[src/oscm_defines.svh]
// Register map, field positions, reset values and timing counts for the sensor mode control block.
// Assumes the includer compiles it once per unit; the guard protects repeated includes.
`ifndef OSCM_DEFINES_SVH
`define OSCM_DEFINES_SVH
`define OSCM_ADDR_STATUS     8'h00
`define OSCM_ADDR_MAINCFG    8'h01
`define OSCM_ADDR_AMBCFG     8'h02
`define OSCM_MAINCFG_RESET   8'h20
`define OSCM_AMBCFG_RESET    8'h00
`define OSCM_ST_AMBFLAG_BIT  0
`define OSCM_ST_PWRUP_BIT    2
`define OSCM_ST_SHDN_BIT     3
`define OSCM_ST_RESET_BIT    4
`define OSCM_MC_IRQEN_BIT    0
`define OSCM_MC_SEL_LSB      2
`define OSCM_MC_MODE_LSB     4
`define OSCM_AC_GAIN_LSB     0
`define OSCM_AC_TIM_LSB      2
`define OSCM_AC_THERMAL_SENSOR_ENABLE_BIT   5
`define OSCM_AC_INFRARED_COMPENSATION_ENABLE_BIT   6
`define OSCM_AC_TRIM_BIT     7
`define OSCM_TIM_100MS       3'h0
`define OSCM_TIM_400MS       3'h4
`define OSCM_RST_PULSE_CYC   4'h8
`define OSCM_CONV_PERIOD_CYC 24'h0f4240
`endif

[src/oscm_pkg.sv]
// Types shared by the sensor mode control block.
// Assumes nothing of its surroundings.
package oscm_pkg;
   typedef enum logic [1:0] {OSCM_SRC_CLEAR, OSCM_SRC_GREEN, OSCM_SRC_IR, OSCM_SRC_TEMP} oscm_src_t;
   typedef enum logic [1:0] {OSCM_MODE_CLEAR, OSCM_MODE_CLEAR_IR, OSCM_MODE_RGBC_IR, OSCM_MODE_RSVD} oscm_mode_t;
   // Active channel set and the settings a running conversion uses.
   typedef struct packed {
      logic clear;
      logic red;
      logic green;
      logic blue;
      logic ir;
      logic temp;
   } oscm_chan_t;
   typedef struct packed {
      oscm_chan_t chans;
      oscm_src_t  src;
      logic [1:0] gain;
      logic [2:0] tim;
      logic       infrared_compensation_enable;
   } oscm_conv_t;
   // LSB weights in quarter nW/cm2 units, so 0.5 becomes 2; blue at the top gain needs thirteen bits.
   typedef struct packed {
      logic [11:0] base_q;
      logic [12:0] blue_q;
   } oscm_lsb_t;
endpackage

[src/oscm_lsb_weight.sv]
// LSB weight lookup from gain code and integration time.
// Assumes settings are stable during the cycle they are read.
`timescale 1ns/10ps
`default_nettype none
`include "oscm_defines.svh"
module oscm_lsb_weight (
   input  wire logic [1:0]        gain_in,
   input  wire logic [2:0]        tim_in,
   output oscm_pkg::oscm_lsb_t    lsb_out
);
   logic [11:0] w100_q;
   logic [11:0] scaled_q;
   always_comb begin
      unique case (gain_in)
         2'h0: w100_q = 12'h008;
         2'h1: w100_q = 12'h020;
         2'h2: w100_q = 12'h080;
         2'h3: w100_q = 12'h800;
      endcase
   end
   // The 400 ms setting divides by four; other timings report the 100 ms scale.
   always_comb begin
      if (tim_in == `OSCM_TIM_400MS) begin
         scaled_q = w100_q >> 2;
      end else begin
         scaled_q = w100_q;
      end
      lsb_out.base_q = scaled_q;
      lsb_out.blue_q = {scaled_q, 1'b0};
   end
endmodule
`default_nettype wire

[src/oscm_ctrl.sv]
// Control and configuration registers of a multi-channel optical and temperature sensor.
// Assumes a serial bus front end delivering single-cycle register read and write strobes.
`timescale 1ns/10ps
`default_nettype none
`include "oscm_defines.svh"
// Notes on behaviour
// - Writing one to status bit 4 forces power-on reset and internal reset pulse.
// - The reset bit clears itself once the forced sequence ends.
// - Completion of forced reset raises the power-up flag.
// - Main configuration mode and source writes take effect only at the next conversion period; the interrupt enable acts at once.
// - With ambient interrupt disabled, the flag is held and forced to zero.
// - With enable set, an ambient event sets status bit 0 and pulls interrupt low.
// - Reading status clears the ambient flag and releases the interrupt.
// - Source select routes clear, green, infrared or temperature to the comparator.
// - Channel mode picks clear, clear plus infrared, or all colours plus infrared.
// - Temperature channel is active only while the thermal enable bit is one.
// - Ambient configuration write aborts conversion, applies settings, restarts conversion.
// - Gain applies to clear, red, green, blue and infrared, not temperature.
// - At 100 ms, gains give 2, 8, 32, 512 nW/cm2; blue doubles.
// - At 400 ms, every weight is one quarter of the 100 ms value.
// - Interrupt goes low one cycle after the power-up or ambient flag is set, and stays low while either is set.
// - Ambient event comes from the persist comparator; a status read, the disable, shutdown or a forced reset clears it.
module oscm_ctrl #(
   parameter int CONV_PERIOD_CYC = `OSCM_CONV_PERIOD_CYC
) (
   input  wire logic              mclk_in,
   input  wire logic              rst_b_in,
   input  wire logic [7:0]        reg_addr_in,
   input  wire logic [7:0]        reg_wdata_in,
   input  wire logic              reg_wr_in,
   input  wire logic              reg_rd_in,
   input  wire logic              amb_event_in,
   output logic [7:0]             reg_rdata_out,
   output logic                   irq_b_out,
   output logic                   core_reset_out,
   output logic                   shutdown_out,
   output logic                   conv_start_out,
   output oscm_pkg::oscm_conv_t   conv_cfg_out,
   output oscm_pkg::oscm_lsb_t    lsb_out,
   output logic                   trim_enable_out
);
   initial begin
      if (CONV_PERIOD_CYC < 2 || CONV_PERIOD_CYC > 24'hffffff) begin
         $error("CONV_PERIOD_CYC out of range");
      end
   end

   logic [7:0]  main_cfg_reg;
   logic [7:0]  amb_cfg_reg;
   logic        ambient_irq_flag_reg;
   logic        power_up_flag_reg;
   logic        shdn_reg;
   logic        reset_ctl_reg;
   logic [3:0]  rst_cnt_reg;
   logic [23:0] period_cnt_reg;
   logic        ambient_irq_enable;
   logic        st_wr;
   logic        st_rd;
   logic        mc_wr;
   logic        ac_wr;
   logic        force_rst;
   logic        rst_done;
   logic        period_end;
   oscm_pkg::oscm_conv_t conv_next;
   oscm_pkg::oscm_lsb_t  lsb_next;

   assign st_wr = reg_wr_in && reg_addr_in == `OSCM_ADDR_STATUS;
   assign st_rd = reg_rd_in && reg_addr_in == `OSCM_ADDR_STATUS;
   assign mc_wr = reg_wr_in && reg_addr_in == `OSCM_ADDR_MAINCFG;
   assign ac_wr = reg_wr_in && reg_addr_in == `OSCM_ADDR_AMBCFG;
   assign force_rst = st_wr && reg_wdata_in[`OSCM_ST_RESET_BIT];
   assign rst_done = reset_ctl_reg && rst_cnt_reg == 4'h1;
   assign ambient_irq_enable = main_cfg_reg[`OSCM_MC_IRQEN_BIT];
   assign period_end = period_cnt_reg == 24'h000000;

   // The forced sequence holds the internal reset pulse for a fixed count, then drops the bit.
   always_ff @(posedge mclk_in) begin
      if (!rst_b_in) begin
         reset_ctl_reg  <= 1'b0;
         rst_cnt_reg    <= 4'h0;
         core_reset_out <= 1'b0;
      end else if (force_rst && !reset_ctl_reg) begin
         reset_ctl_reg  <= 1'b1;
         rst_cnt_reg    <= `OSCM_RST_PULSE_CYC;
         core_reset_out <= 1'b1;
      end else if (reset_ctl_reg) begin
         rst_cnt_reg <= rst_cnt_reg - 4'h1;
         if (rst_done) begin
            reset_ctl_reg  <= 1'b0;
            core_reset_out <= 1'b0;
         end
      end
   end

   // Configuration returns to power-on values when the forced sequence completes.
   always_ff @(posedge mclk_in) begin
      if (!rst_b_in || rst_done) begin
         main_cfg_reg <= `OSCM_MAINCFG_RESET;
         amb_cfg_reg  <= `OSCM_AMBCFG_RESET;
         shdn_reg     <= 1'b0;
      end else if (!reset_ctl_reg) begin
         if (mc_wr) begin
            main_cfg_reg <= reg_wdata_in;
         end
         if (ac_wr) begin
            amb_cfg_reg <= reg_wdata_in;
         end
         if (st_wr) begin
            shdn_reg <= reg_wdata_in[`OSCM_ST_SHDN_BIT];
         end
      end
   end

   // Power-up flag: set at reset release and after forced reset; set beats a clearing read.
   always_ff @(posedge mclk_in) begin
      if (!rst_b_in) begin
         power_up_flag_reg <= 1'b1;
      end else if (rst_done) begin
         power_up_flag_reg <= 1'b1;
      end else if (st_rd) begin
         power_up_flag_reg <= 1'b0;
      end
   end

   // Ambient flag: the disable forces zero, an event wins over a clearing read.
   always_ff @(posedge mclk_in) begin
      if (!rst_b_in || rst_done) begin
         ambient_irq_flag_reg <= 1'b0;
      end else if (!ambient_irq_enable || shdn_reg) begin
         ambient_irq_flag_reg <= 1'b0;
      end else if (amb_event_in) begin
         ambient_irq_flag_reg <= 1'b1;
      end else if (st_rd) begin
         ambient_irq_flag_reg <= 1'b0;
      end
   end

   always_ff @(posedge mclk_in) begin
      if (!rst_b_in) begin
         irq_b_out <= 1'b1;
      end else begin
         irq_b_out <= !(power_up_flag_reg || ambient_irq_flag_reg);
      end
   end

   // Channel set and routing derived from the live registers.
   always_comb begin
      conv_next = '0;
      unique case (oscm_pkg::oscm_mode_t'(main_cfg_reg[`OSCM_MC_MODE_LSB +: 2]))
         oscm_pkg::OSCM_MODE_CLEAR: begin
            conv_next.chans.clear = 1'b1;
         end
         oscm_pkg::OSCM_MODE_CLEAR_IR: begin
            conv_next.chans.clear = 1'b1;
            conv_next.chans.ir    = 1'b1;
         end
         oscm_pkg::OSCM_MODE_RGBC_IR: begin
            conv_next.chans.clear = 1'b1;
            conv_next.chans.red   = 1'b1;
            conv_next.chans.green = 1'b1;
            conv_next.chans.blue  = 1'b1;
            conv_next.chans.ir    = 1'b1;
         end
         oscm_pkg::OSCM_MODE_RSVD: begin
            conv_next.chans.clear = 1'b0;
         end
      endcase
      conv_next.chans.temp = amb_cfg_reg[`OSCM_AC_THERMAL_SENSOR_ENABLE_BIT];
      conv_next.src    = oscm_pkg::oscm_src_t'(main_cfg_reg[`OSCM_MC_SEL_LSB +: 2]);
      conv_next.gain   = amb_cfg_reg[`OSCM_AC_GAIN_LSB +: 2];
      conv_next.tim    = amb_cfg_reg[`OSCM_AC_TIM_LSB +: 3];
      conv_next.infrared_compensation_enable = amb_cfg_reg[`OSCM_AC_INFRARED_COMPENSATION_ENABLE_BIT];
   end

   oscm_lsb_weight u_lsb (
      .gain_in (conv_next.gain),
      .tim_in  (conv_next.tim),
      .lsb_out (lsb_next)
   );

   // Period counter; an ambient write restarts it so a fresh conversion begins now.
   always_ff @(posedge mclk_in) begin
      if (!rst_b_in || reset_ctl_reg || shdn_reg) begin
         period_cnt_reg <= 24'h000000;
         conv_start_out <= 1'b0;
      end else if (ac_wr || period_end) begin
         period_cnt_reg <= 24'(CONV_PERIOD_CYC - 1);
         conv_start_out <= 1'b1;
      end else begin
         period_cnt_reg <= period_cnt_reg - 24'h000001;
         conv_start_out <= 1'b0;
      end
   end

   // Settings are latched only at a conversion start, so main writes wait for the next period.
   always_ff @(posedge mclk_in) begin
      if (!rst_b_in) begin
         conv_cfg_out    <= '0;
         lsb_out         <= '0;
         trim_enable_out <= 1'b0;
      end else if (conv_start_out) begin
         conv_cfg_out    <= conv_next;
         lsb_out         <= lsb_next;
         trim_enable_out <= amb_cfg_reg[`OSCM_AC_TRIM_BIT];
      end
   end

   always_ff @(posedge mclk_in) begin
      if (!rst_b_in) begin
         shutdown_out <= 1'b0;
      end else begin
         shutdown_out <= shdn_reg;
      end
   end

   // Read data appears one cycle after the strobe; unmapped addresses return zero.
   always_ff @(posedge mclk_in) begin
      if (!rst_b_in) begin
         reg_rdata_out <= 8'h00;
      end else if (reg_rd_in) begin
         unique case (reg_addr_in)
            `OSCM_ADDR_STATUS: reg_rdata_out <= {3'h0, reset_ctl_reg, shdn_reg, power_up_flag_reg,
                                                 1'b0, ambient_irq_flag_reg};
            `OSCM_ADDR_MAINCFG: reg_rdata_out <= main_cfg_reg;
            `OSCM_ADDR_AMBCFG: reg_rdata_out <= amb_cfg_reg;
            default: reg_rdata_out <= 8'h00;
         endcase
      end
   end

   // Cycles since the last conversion start; only the period check below reads it.
   logic [23:0] gap_cnt_reg;
   always_ff @(posedge mclk_in) begin
      if (!rst_b_in || conv_start_out || reset_ctl_reg || shdn_reg) begin
         gap_cnt_reg <= 24'h000000;
      end else begin
         gap_cnt_reg <= gap_cnt_reg + 24'h000001;
      end
   end

   // The interrupt output lags its flags by one edge, so the first edge after reset is exempt.
   flag_disable_a: assert property (@(posedge mclk_in) disable iff (!rst_b_in)
      !ambient_irq_enable |=> !ambient_irq_flag_reg) else $error("ambient flag set while disabled");
   event_sets_a: assert property (@(posedge mclk_in) disable iff (!rst_b_in)
      ambient_irq_enable && amb_event_in && !shdn_reg && !rst_done |=> ambient_irq_flag_reg ##1 !irq_b_out)
      else $error("event did not set flag and irq");
   event_wins_a: assert property (@(posedge mclk_in) disable iff (!rst_b_in)
      ambient_irq_enable && amb_event_in && st_rd && !shdn_reg && !rst_done |=> ambient_irq_flag_reg)
      else $error("status read beat a same-cycle event");
   read_clears_a: assert property (@(posedge mclk_in) disable iff (!rst_b_in)
      st_rd && !amb_event_in |=> !ambient_irq_flag_reg) else $error("status read left flag set");
   irq_follows_a: assert property (@(posedge mclk_in) disable iff (!rst_b_in)
      $past(rst_b_in) |-> irq_b_out == !$past(power_up_flag_reg || ambient_irq_flag_reg))
      else $error("irq mismatch");
   reset_pulse_a: assert property (@(posedge mclk_in) disable iff (!rst_b_in)
      force_rst && !reset_ctl_reg |=> core_reset_out [*8] ##1 !reset_ctl_reg && power_up_flag_reg)
      else $error("forced reset sequence wrong");
   wr_ignored_a: assert property (@(posedge mclk_in) disable iff (!rst_b_in)
      reset_ctl_reg && !rst_done |=> $stable(main_cfg_reg) && $stable(amb_cfg_reg))
      else $error("configuration written during forced reset");
   self_clear_a: assert property (@(posedge mclk_in) disable iff (!rst_b_in)
      $rose(reset_ctl_reg) |-> ##[1:9] !reset_ctl_reg) else $error("reset bit stuck");
   pwrup_after_a: assert property (@(posedge mclk_in) disable iff (!rst_b_in)
      rst_done |=> power_up_flag_reg && main_cfg_reg == `OSCM_MAINCFG_RESET) else $error("no power-up flag");
   main_defer_a: assert property (@(posedge mclk_in) disable iff (!rst_b_in)
      !conv_start_out |=> $stable(conv_cfg_out)) else $error("config changed mid conversion");
   period_len_a: assert property (@(posedge mclk_in) disable iff (!rst_b_in)
      gap_cnt_reg < 24'(CONV_PERIOD_CYC)) else $error("conversion period overran");
   amb_restart_a: assert property (@(posedge mclk_in) disable iff (!rst_b_in)
      ac_wr && !reset_ctl_reg && !shdn_reg |=> conv_start_out) else $error("no restart on ambient write");
   src_route_a: assert property (@(posedge mclk_in) disable iff (!rst_b_in)
      conv_start_out |=> conv_cfg_out.src == $past(main_cfg_reg[`OSCM_MC_SEL_LSB +: 2]))
      else $error("interrupt source not routed");
   temp_route_a: assert property (@(posedge mclk_in) disable iff (!rst_b_in)
      conv_start_out |=> conv_cfg_out.chans.temp == $past(amb_cfg_reg[`OSCM_AC_THERMAL_SENSOR_ENABLE_BIT]))
      else $error("temperature channel does not follow its enable");
   mode_set_a: assert property (@(posedge mclk_in) disable iff (!rst_b_in)
      conv_start_out && main_cfg_reg[`OSCM_MC_MODE_LSB +: 2] == 2'h2 |=> conv_cfg_out.chans[5:1] == 5'h1f)
      else $error("full colour mode missing channels");
   gain_100_a: assert property (@(posedge mclk_in) disable iff (!rst_b_in)
      conv_cfg_out.tim == `OSCM_TIM_100MS && conv_cfg_out.gain == 2'h3 |->
      lsb_out.base_q == 12'h800 && lsb_out.blue_q == 13'h1000) else $error("top gain weight wrong");
   gain_400_a: assert property (@(posedge mclk_in) disable iff (!rst_b_in)
      conv_cfg_out.tim == `OSCM_TIM_400MS && conv_cfg_out.gain == 2'h0 |->
      lsb_out.base_q == 12'h002 && lsb_out.blue_q == 13'h0004) else $error("long integration weight wrong");

   // Covers mark the scenarios that the bench is expected to reach.
   forced_reset_c: cover property (@(posedge mclk_in) disable iff (!rst_b_in) rst_done);
   amb_irq_c: cover property (@(posedge mclk_in) disable iff (!rst_b_in) ambient_irq_flag_reg && st_rd);
   restart_c: cover property (@(posedge mclk_in) disable iff (!rst_b_in) ac_wr && !period_end);
   event_read_c: cover property (@(posedge mclk_in) disable iff (!rst_b_in) amb_event_in && st_rd && ambient_irq_enable);
   main_defer_c: cover property (@(posedge mclk_in) disable iff (!rst_b_in) mc_wr && !conv_start_out);
endmodule
`default_nettype wire

[config.mk]
export PLATFORM = sky130hd
export DESIGN_NAME = oscm_ctrl
export DESIGN_NICKNAME = d
export VERILOG_FILES = /design/src/oscm_pkg.sv /design/src/oscm_lsb_weight.sv /design/src/oscm_ctrl.sv
export VERILOG_INCLUDE_DIRS = /design/src /design/src/src
export SDC_FILE = /design/constraint.sdc
export NUM_CORES = 1
export LEC_CHECK = 0
export ABC_CLOCK_PERIOD_IN_PS = 3100
export BUFFER_PORTS_ARGS = -buffer_cell sky130_fd_sc_hd__buf_4
export CAP_MARGIN = 40
export CORE_MARGIN = 2
export CORE_UTILIZATION = 25
export CTS_BUF_LIST = sky130_fd_sc_hd__clkbuf_8
export CTS_CLUSTER_SIZE = 24
export DETAILED_ROUTE_END_ITERATION = 16
export GPL_ROUTABILITY_DRIVEN = 0
export SKIP_LAST_GASP = 1
export SLEW_MARGIN = 5
export SYNTH_ARGS = -nofsm -noshare
export SYNTH_HDL_FRONTEND = slang
export SYNTH_SLANG_ARGS = --single-unit
export TNS_END_PERCENT = 20
[constraint.sdc]
create_clock -name mclk_in -period 3.1 [get_ports mclk_in]
set_input_delay 0.31 -clock mclk_in [delete_from_list [all_inputs] [get_ports mclk_in]]
set_output_delay 0.31 -clock mclk_in [all_outputs]
set_load 0.005 [all_outputs]
==> results.md <==
- For this design the static power due to leakage is 1.74 nW.
- The synthesized netlist contains 47 unique library cells.
- For the finished layout, the period the worst path requires is 2.29 ns.
- The highest fanout seen on the critical path is 13.
- The number of ports placed on the die boundary is 73.
- The number of standard cells after synthesis is 390.
- The worst-margin pin slew is 0.788 ns.
- The number of nets with antenna violations after detailed routing is 0.
- The maximum number of pins on one net before global-route repair is 22.
- Clock-pin slew was measured on the worst setup and hold paths at 0.08 ns.
- The power per cell area is 743 mW/mm2.
- STA classifies the critical path endpoint as a register.
- The leftover overflow at the end of global routing is 0.
- Hold repair after CTS inserted 0 buffers.
- The die area is 0.0151 mm2.
- The final critical path takes up 73.9% of the cycle.
- The critical path start-end classification is register to register.
- The cell sitting at the root of the clock tree is a sky130_fd_sc_hd__clkbuf_8.
- Using the TritonRoute via totals, the vias-per-cell ratio works out to 4.66.
- Of all flip-flops after synthesis, the portion carrying an async set or reset was 0%.
- The run finished with clean final reports.
- After synthesis, flip-flops and latches occupy 44.7% of the total area.
- The total track usage is 11.2%.
- The initial core utilization is 25.5%.
- IR analysis of the VDD net gives a maximum drop of 0.279 mV.
- For this run, design rule violations remaining after detail routing come to 0.
- The count of antenna diodes in the layout is 0.
- The number of pins exceeding their max-slew limit in the final report is 0.
- The hold violation total from the final report is 0.
- TritonCTS built the clock tree.
- Dividing the synthesized area by the synthesized cell count gives 9.08 um2.
- Tracing the worst setup path back leads to its startpoint at period_cnt_reg[13].
- Measured along the y axis, the die boundary spans 123 um.
- Summing over every cut layer, the via total after detailed routing is 2908.
- The number of setup buffers added after CTS is 0.
- Setup repair after global routing left no endpoint under its margin.
- The launching element type of the critical path is a register.
- Setup violations remaining at the end of the flow were counted as 0.
- The cell count of the worst reg-to-reg path is 4.
- The number of iterations in the first detailed-routing pass is 4.
- For this block, the initial DRC count from the detailed router was 178.
- Counting along the longest clock path gives a buffer depth of 2.
- The routed wire length is 8330 um.
- The global-route wire length before repair is 13200 um.
- The achievable frequency is 436 MHz.
- For the worst setup path, the data required time is 3.38 ns.
- Of the cells placed in the final design, the portion with a size suffix greater than 1 is 20.0%.
- The detailed placement HPWL is 6250 um.
- Hold timing on the final database bottoms out at a slack of 0.205 ns.
- In this run the core area contains 43 standard-cell rows.
- Yosys printed 0 warnings.
- The clock skew is 0.00844 ns.
- The clock sink count is 79.
- Measured along the x axis, the die boundary spans 123 um.
- The number of antenna violations at the first check in global routing is 0.
- At the worst endpoint, the arrival time is 2.57 ns.
- The via count of the first global-routing pass came to 2627.
- The count of input and output buffers is 59.
- The total number of H-tree levels is 3.
- Buffers inserted during clock tree synthesis total 9.
- From synthesis to final layout, the design area changed by 20.5%.
- The launch instance of the worst register-to-register path is period_cnt_reg[13].
- The placeable core region is 0.0139 mm2.
- In this run, synthesis produced a sequential element count of 79.
- At the end of the flow, the number of nets in the layout was 466.
- The number of synthesized flops with an enable pin is 0.
- The tightest slew margin relative to the limit is 47.0%.
- Dividing the detail-routed wire length by the instance count gives 13.4 um.
- The critical path ends at period_cnt_reg[20].
- The later pin in the worst-skew pair is clocked with a latency of 0.36 ns.
- The most used flip-flop cell after synthesis is sky130_fd_sc_hd__dfxtp_1.
- Across the run, the number of max-cap violations was 0.
- The tightest min-delay check is of the input pin to register type.
- The flip-flop count of the largest register after layout is 24.
- The endpoint of the most critical register-to-register path is period_cnt_reg[20].
- Once the clock tree was built, the resizer swapped 0 gates to a different size.
- The setup check on the worst reg-to-reg path leaves a slack of 0.81 ns.
- Summed over all failing endpoints, the final setup total negative slack is 0 ns.
- Overall power consumption after layout is estimated at 3.17 mW.
- The post-synth design cell area is 0.00354 mm2.
==> kinds of logic after synthesis <==
family	synth area share (%)
and+or+nand+nor	20.8
DFF	44.7
AOI/OAI and AO/OA	13.3
buffers and inverters	8.20
muxes	7.92
xor gates and xnor gates	2.97
adders and majority gates	2.12
other	0.106
==> worst min-delay path by stage <==
stage	startpoint	end	slack, ns	depth (start not counted)
2_1_floorplan	power_up_flag_reg	power_up_flag_reg	0.43	2
3_3_place_gp	power_up_flag_reg	power_up_flag_reg	0.45	2
3_5_place_dp	reg_rdata_out[3]	reg_rdata_out[3]	0.45	2
4_1_cts	reg_wdata_in[5]	main_cfg_reg[5]	0.18	3
5_1_grt	reg_wdata_in[1]	main_cfg_reg[1]	0.18	3
6_report	reg_wdata_in[5]	main_cfg_reg[5]	0.20	3
==> final cells by class <==
class | count | area (um2)
Clock buffer | 9 | 124
Clock inverter | 7 | 73.8
Fill cell | 1460 | 9610
Inverter | 14 | 52.6
Multi-Input combinational cell | 269 | 1710
Sequential cell | 79 | 1580
Tap cell | 180 | 225
Timing Repair Buffer | 66 | 495
==> metal layers <==
layer  wire length, um  track usage, %  up-vias
li1                  -               -     1459
met1              3740            14.2     1377
met2              4080            18.4       63
met3               432            3.41        9
met4                79            3.20        0
met5                 0               0        -
==> synth_stat cells, types with 2 or more instances <==
master	number	area [um2]
sky130_fd_sc_hd__nor4_1	6	37.5
sky130_fd_sc_hd__or3_1	5	31.3
sky130_fd_sc_hd__nand4_1	8	50.1
sky130_fd_sc_hd__or3b_2	2	17.5
sky130_fd_sc_hd__o21ai_0	6	30.0
sky130_fd_sc_hd__a31oi_1	8	50.1
sky130_fd_sc_hd__or2_2	4	25.0
sky130_fd_sc_hd__buf_1	3	11.3
sky130_fd_sc_hd__ha_1	6	75.1
sky130_fd_sc_hd__inv_1	14	52.6
sky130_fd_sc_hd__buf_4	21	158
sky130_fd_sc_hd__a22oi_1	7	52.6
sky130_fd_sc_hd__nand2b_1	4	25.0
sky130_fd_sc_hd__nand3_1	5	25.0
sky130_fd_sc_hd__nor3b_1	3	22.5
sky130_fd_sc_hd__and4_1	2	17.5
sky130_fd_sc_hd__or4_1	13	97.6
sky130_fd_sc_hd__and2_1	7	43.8
sky130_fd_sc_hd__xnor2_1	7	61.3
sky130_fd_sc_hd__xor2_1	5	43.8
sky130_fd_sc_hd__nor2_1	51	191
sky130_fd_sc_hd__dfxtp_1	79	1580
sky130_fd_sc_hd__nor2b_1	4	25.0
sky130_fd_sc_hd__nor4b_1	2	17.5
sky130_fd_sc_hd__a22o_1	4	35.0
sky130_fd_sc_hd__mux2i_1	28	280
sky130_fd_sc_hd__clkbuf_1	14	52.6
sky130_fd_sc_hd__o22ai_1	5	31.3
sky130_fd_sc_hd__o41ai_1	3	26.3
sky130_fd_sc_hd__nor3_1	4	20.0
sky130_fd_sc_hd__nand2_1	14	52.6
sky130_fd_sc_hd__a21oi_1	21	105
sky130_fd_sc_hd__o31ai_1	8	60.1
sky130_fd_sc_hd__a211oi_1	4	30.0
==> worst max-delay path, stage by stage, from the launching register on <==
cell and delay (ns):
sky130_fd_sc_hd__dfxtp_1 0.33, sky130_fd_sc_hd__or4_1 0.66, sky130_fd_sc_hd__or4_4 0.55, sky130_fd_sc_hd__or4_1 0.52
sky130_fd_sc_hd__a21oi_1 0.15
==> power breakdown <==
part           internal [mW]  switching (mW)
combinational          0.458           0.619
clock                  0.373           0.386
sequential              1.17           0.164
total                   2.00            1.17
==> through the flow <==
step	cells	util [%]	cell area (um2)	worst slack, ns
final	624	30.7	4270	0.808
after floorplan	402	-	3590	0.887
after global routing	624	30.7	4270	0.689
after detailed placement	608	29.3	4070	0.749
after global placement	607	29.3	4060	0.794
after CTS	624	30.7	4270	0.807
==> cell usage in the layout (no fill, tap or decap), types with 5 or more instances in the layout <==
master                     netlist  layout
sky130_fd_sc_hd__mux2i_1        28      28
sky130_fd_sc_hd__inv_1          14      15
sky130_fd_sc_hd__ha_1            6       6
sky130_fd_sc_hd__nor2_1         51      51
sky130_fd_sc_hd__nor4_1          6       6
sky130_fd_sc_hd__o22ai_1         5       5
sky130_fd_sc_hd__nand2_1        14      14
sky130_fd_sc_hd__nand4_1         8       8
sky130_fd_sc_hd__dfxtp_1        79      79
sky130_fd_sc_hd__o31ai_1         8       8
sky130_fd_sc_hd__clkbuf_8        0       9
sky130_fd_sc_hd__o21ai_0         6       6
sky130_fd_sc_hd__and2_1          7       7
sky130_fd_sc_hd__a21oi_1        21      21
sky130_fd_sc_hd__a31oi_1         8       8
sky130_fd_sc_hd__or3_1           5       5
sky130_fd_sc_hd__a22oi_1         7       7
sky130_fd_sc_hd__conb_1          1      13
sky130_fd_sc_hd__xor2_1          5       5
sky130_fd_sc_hd__or4_1          13      13
sky130_fd_sc_hd__xnor2_1         7       7
sky130_fd_sc_hd__buf_4          21      66
sky130_fd_sc_hd__nand3_1         5       5
(Power assumes the default switching activity.)
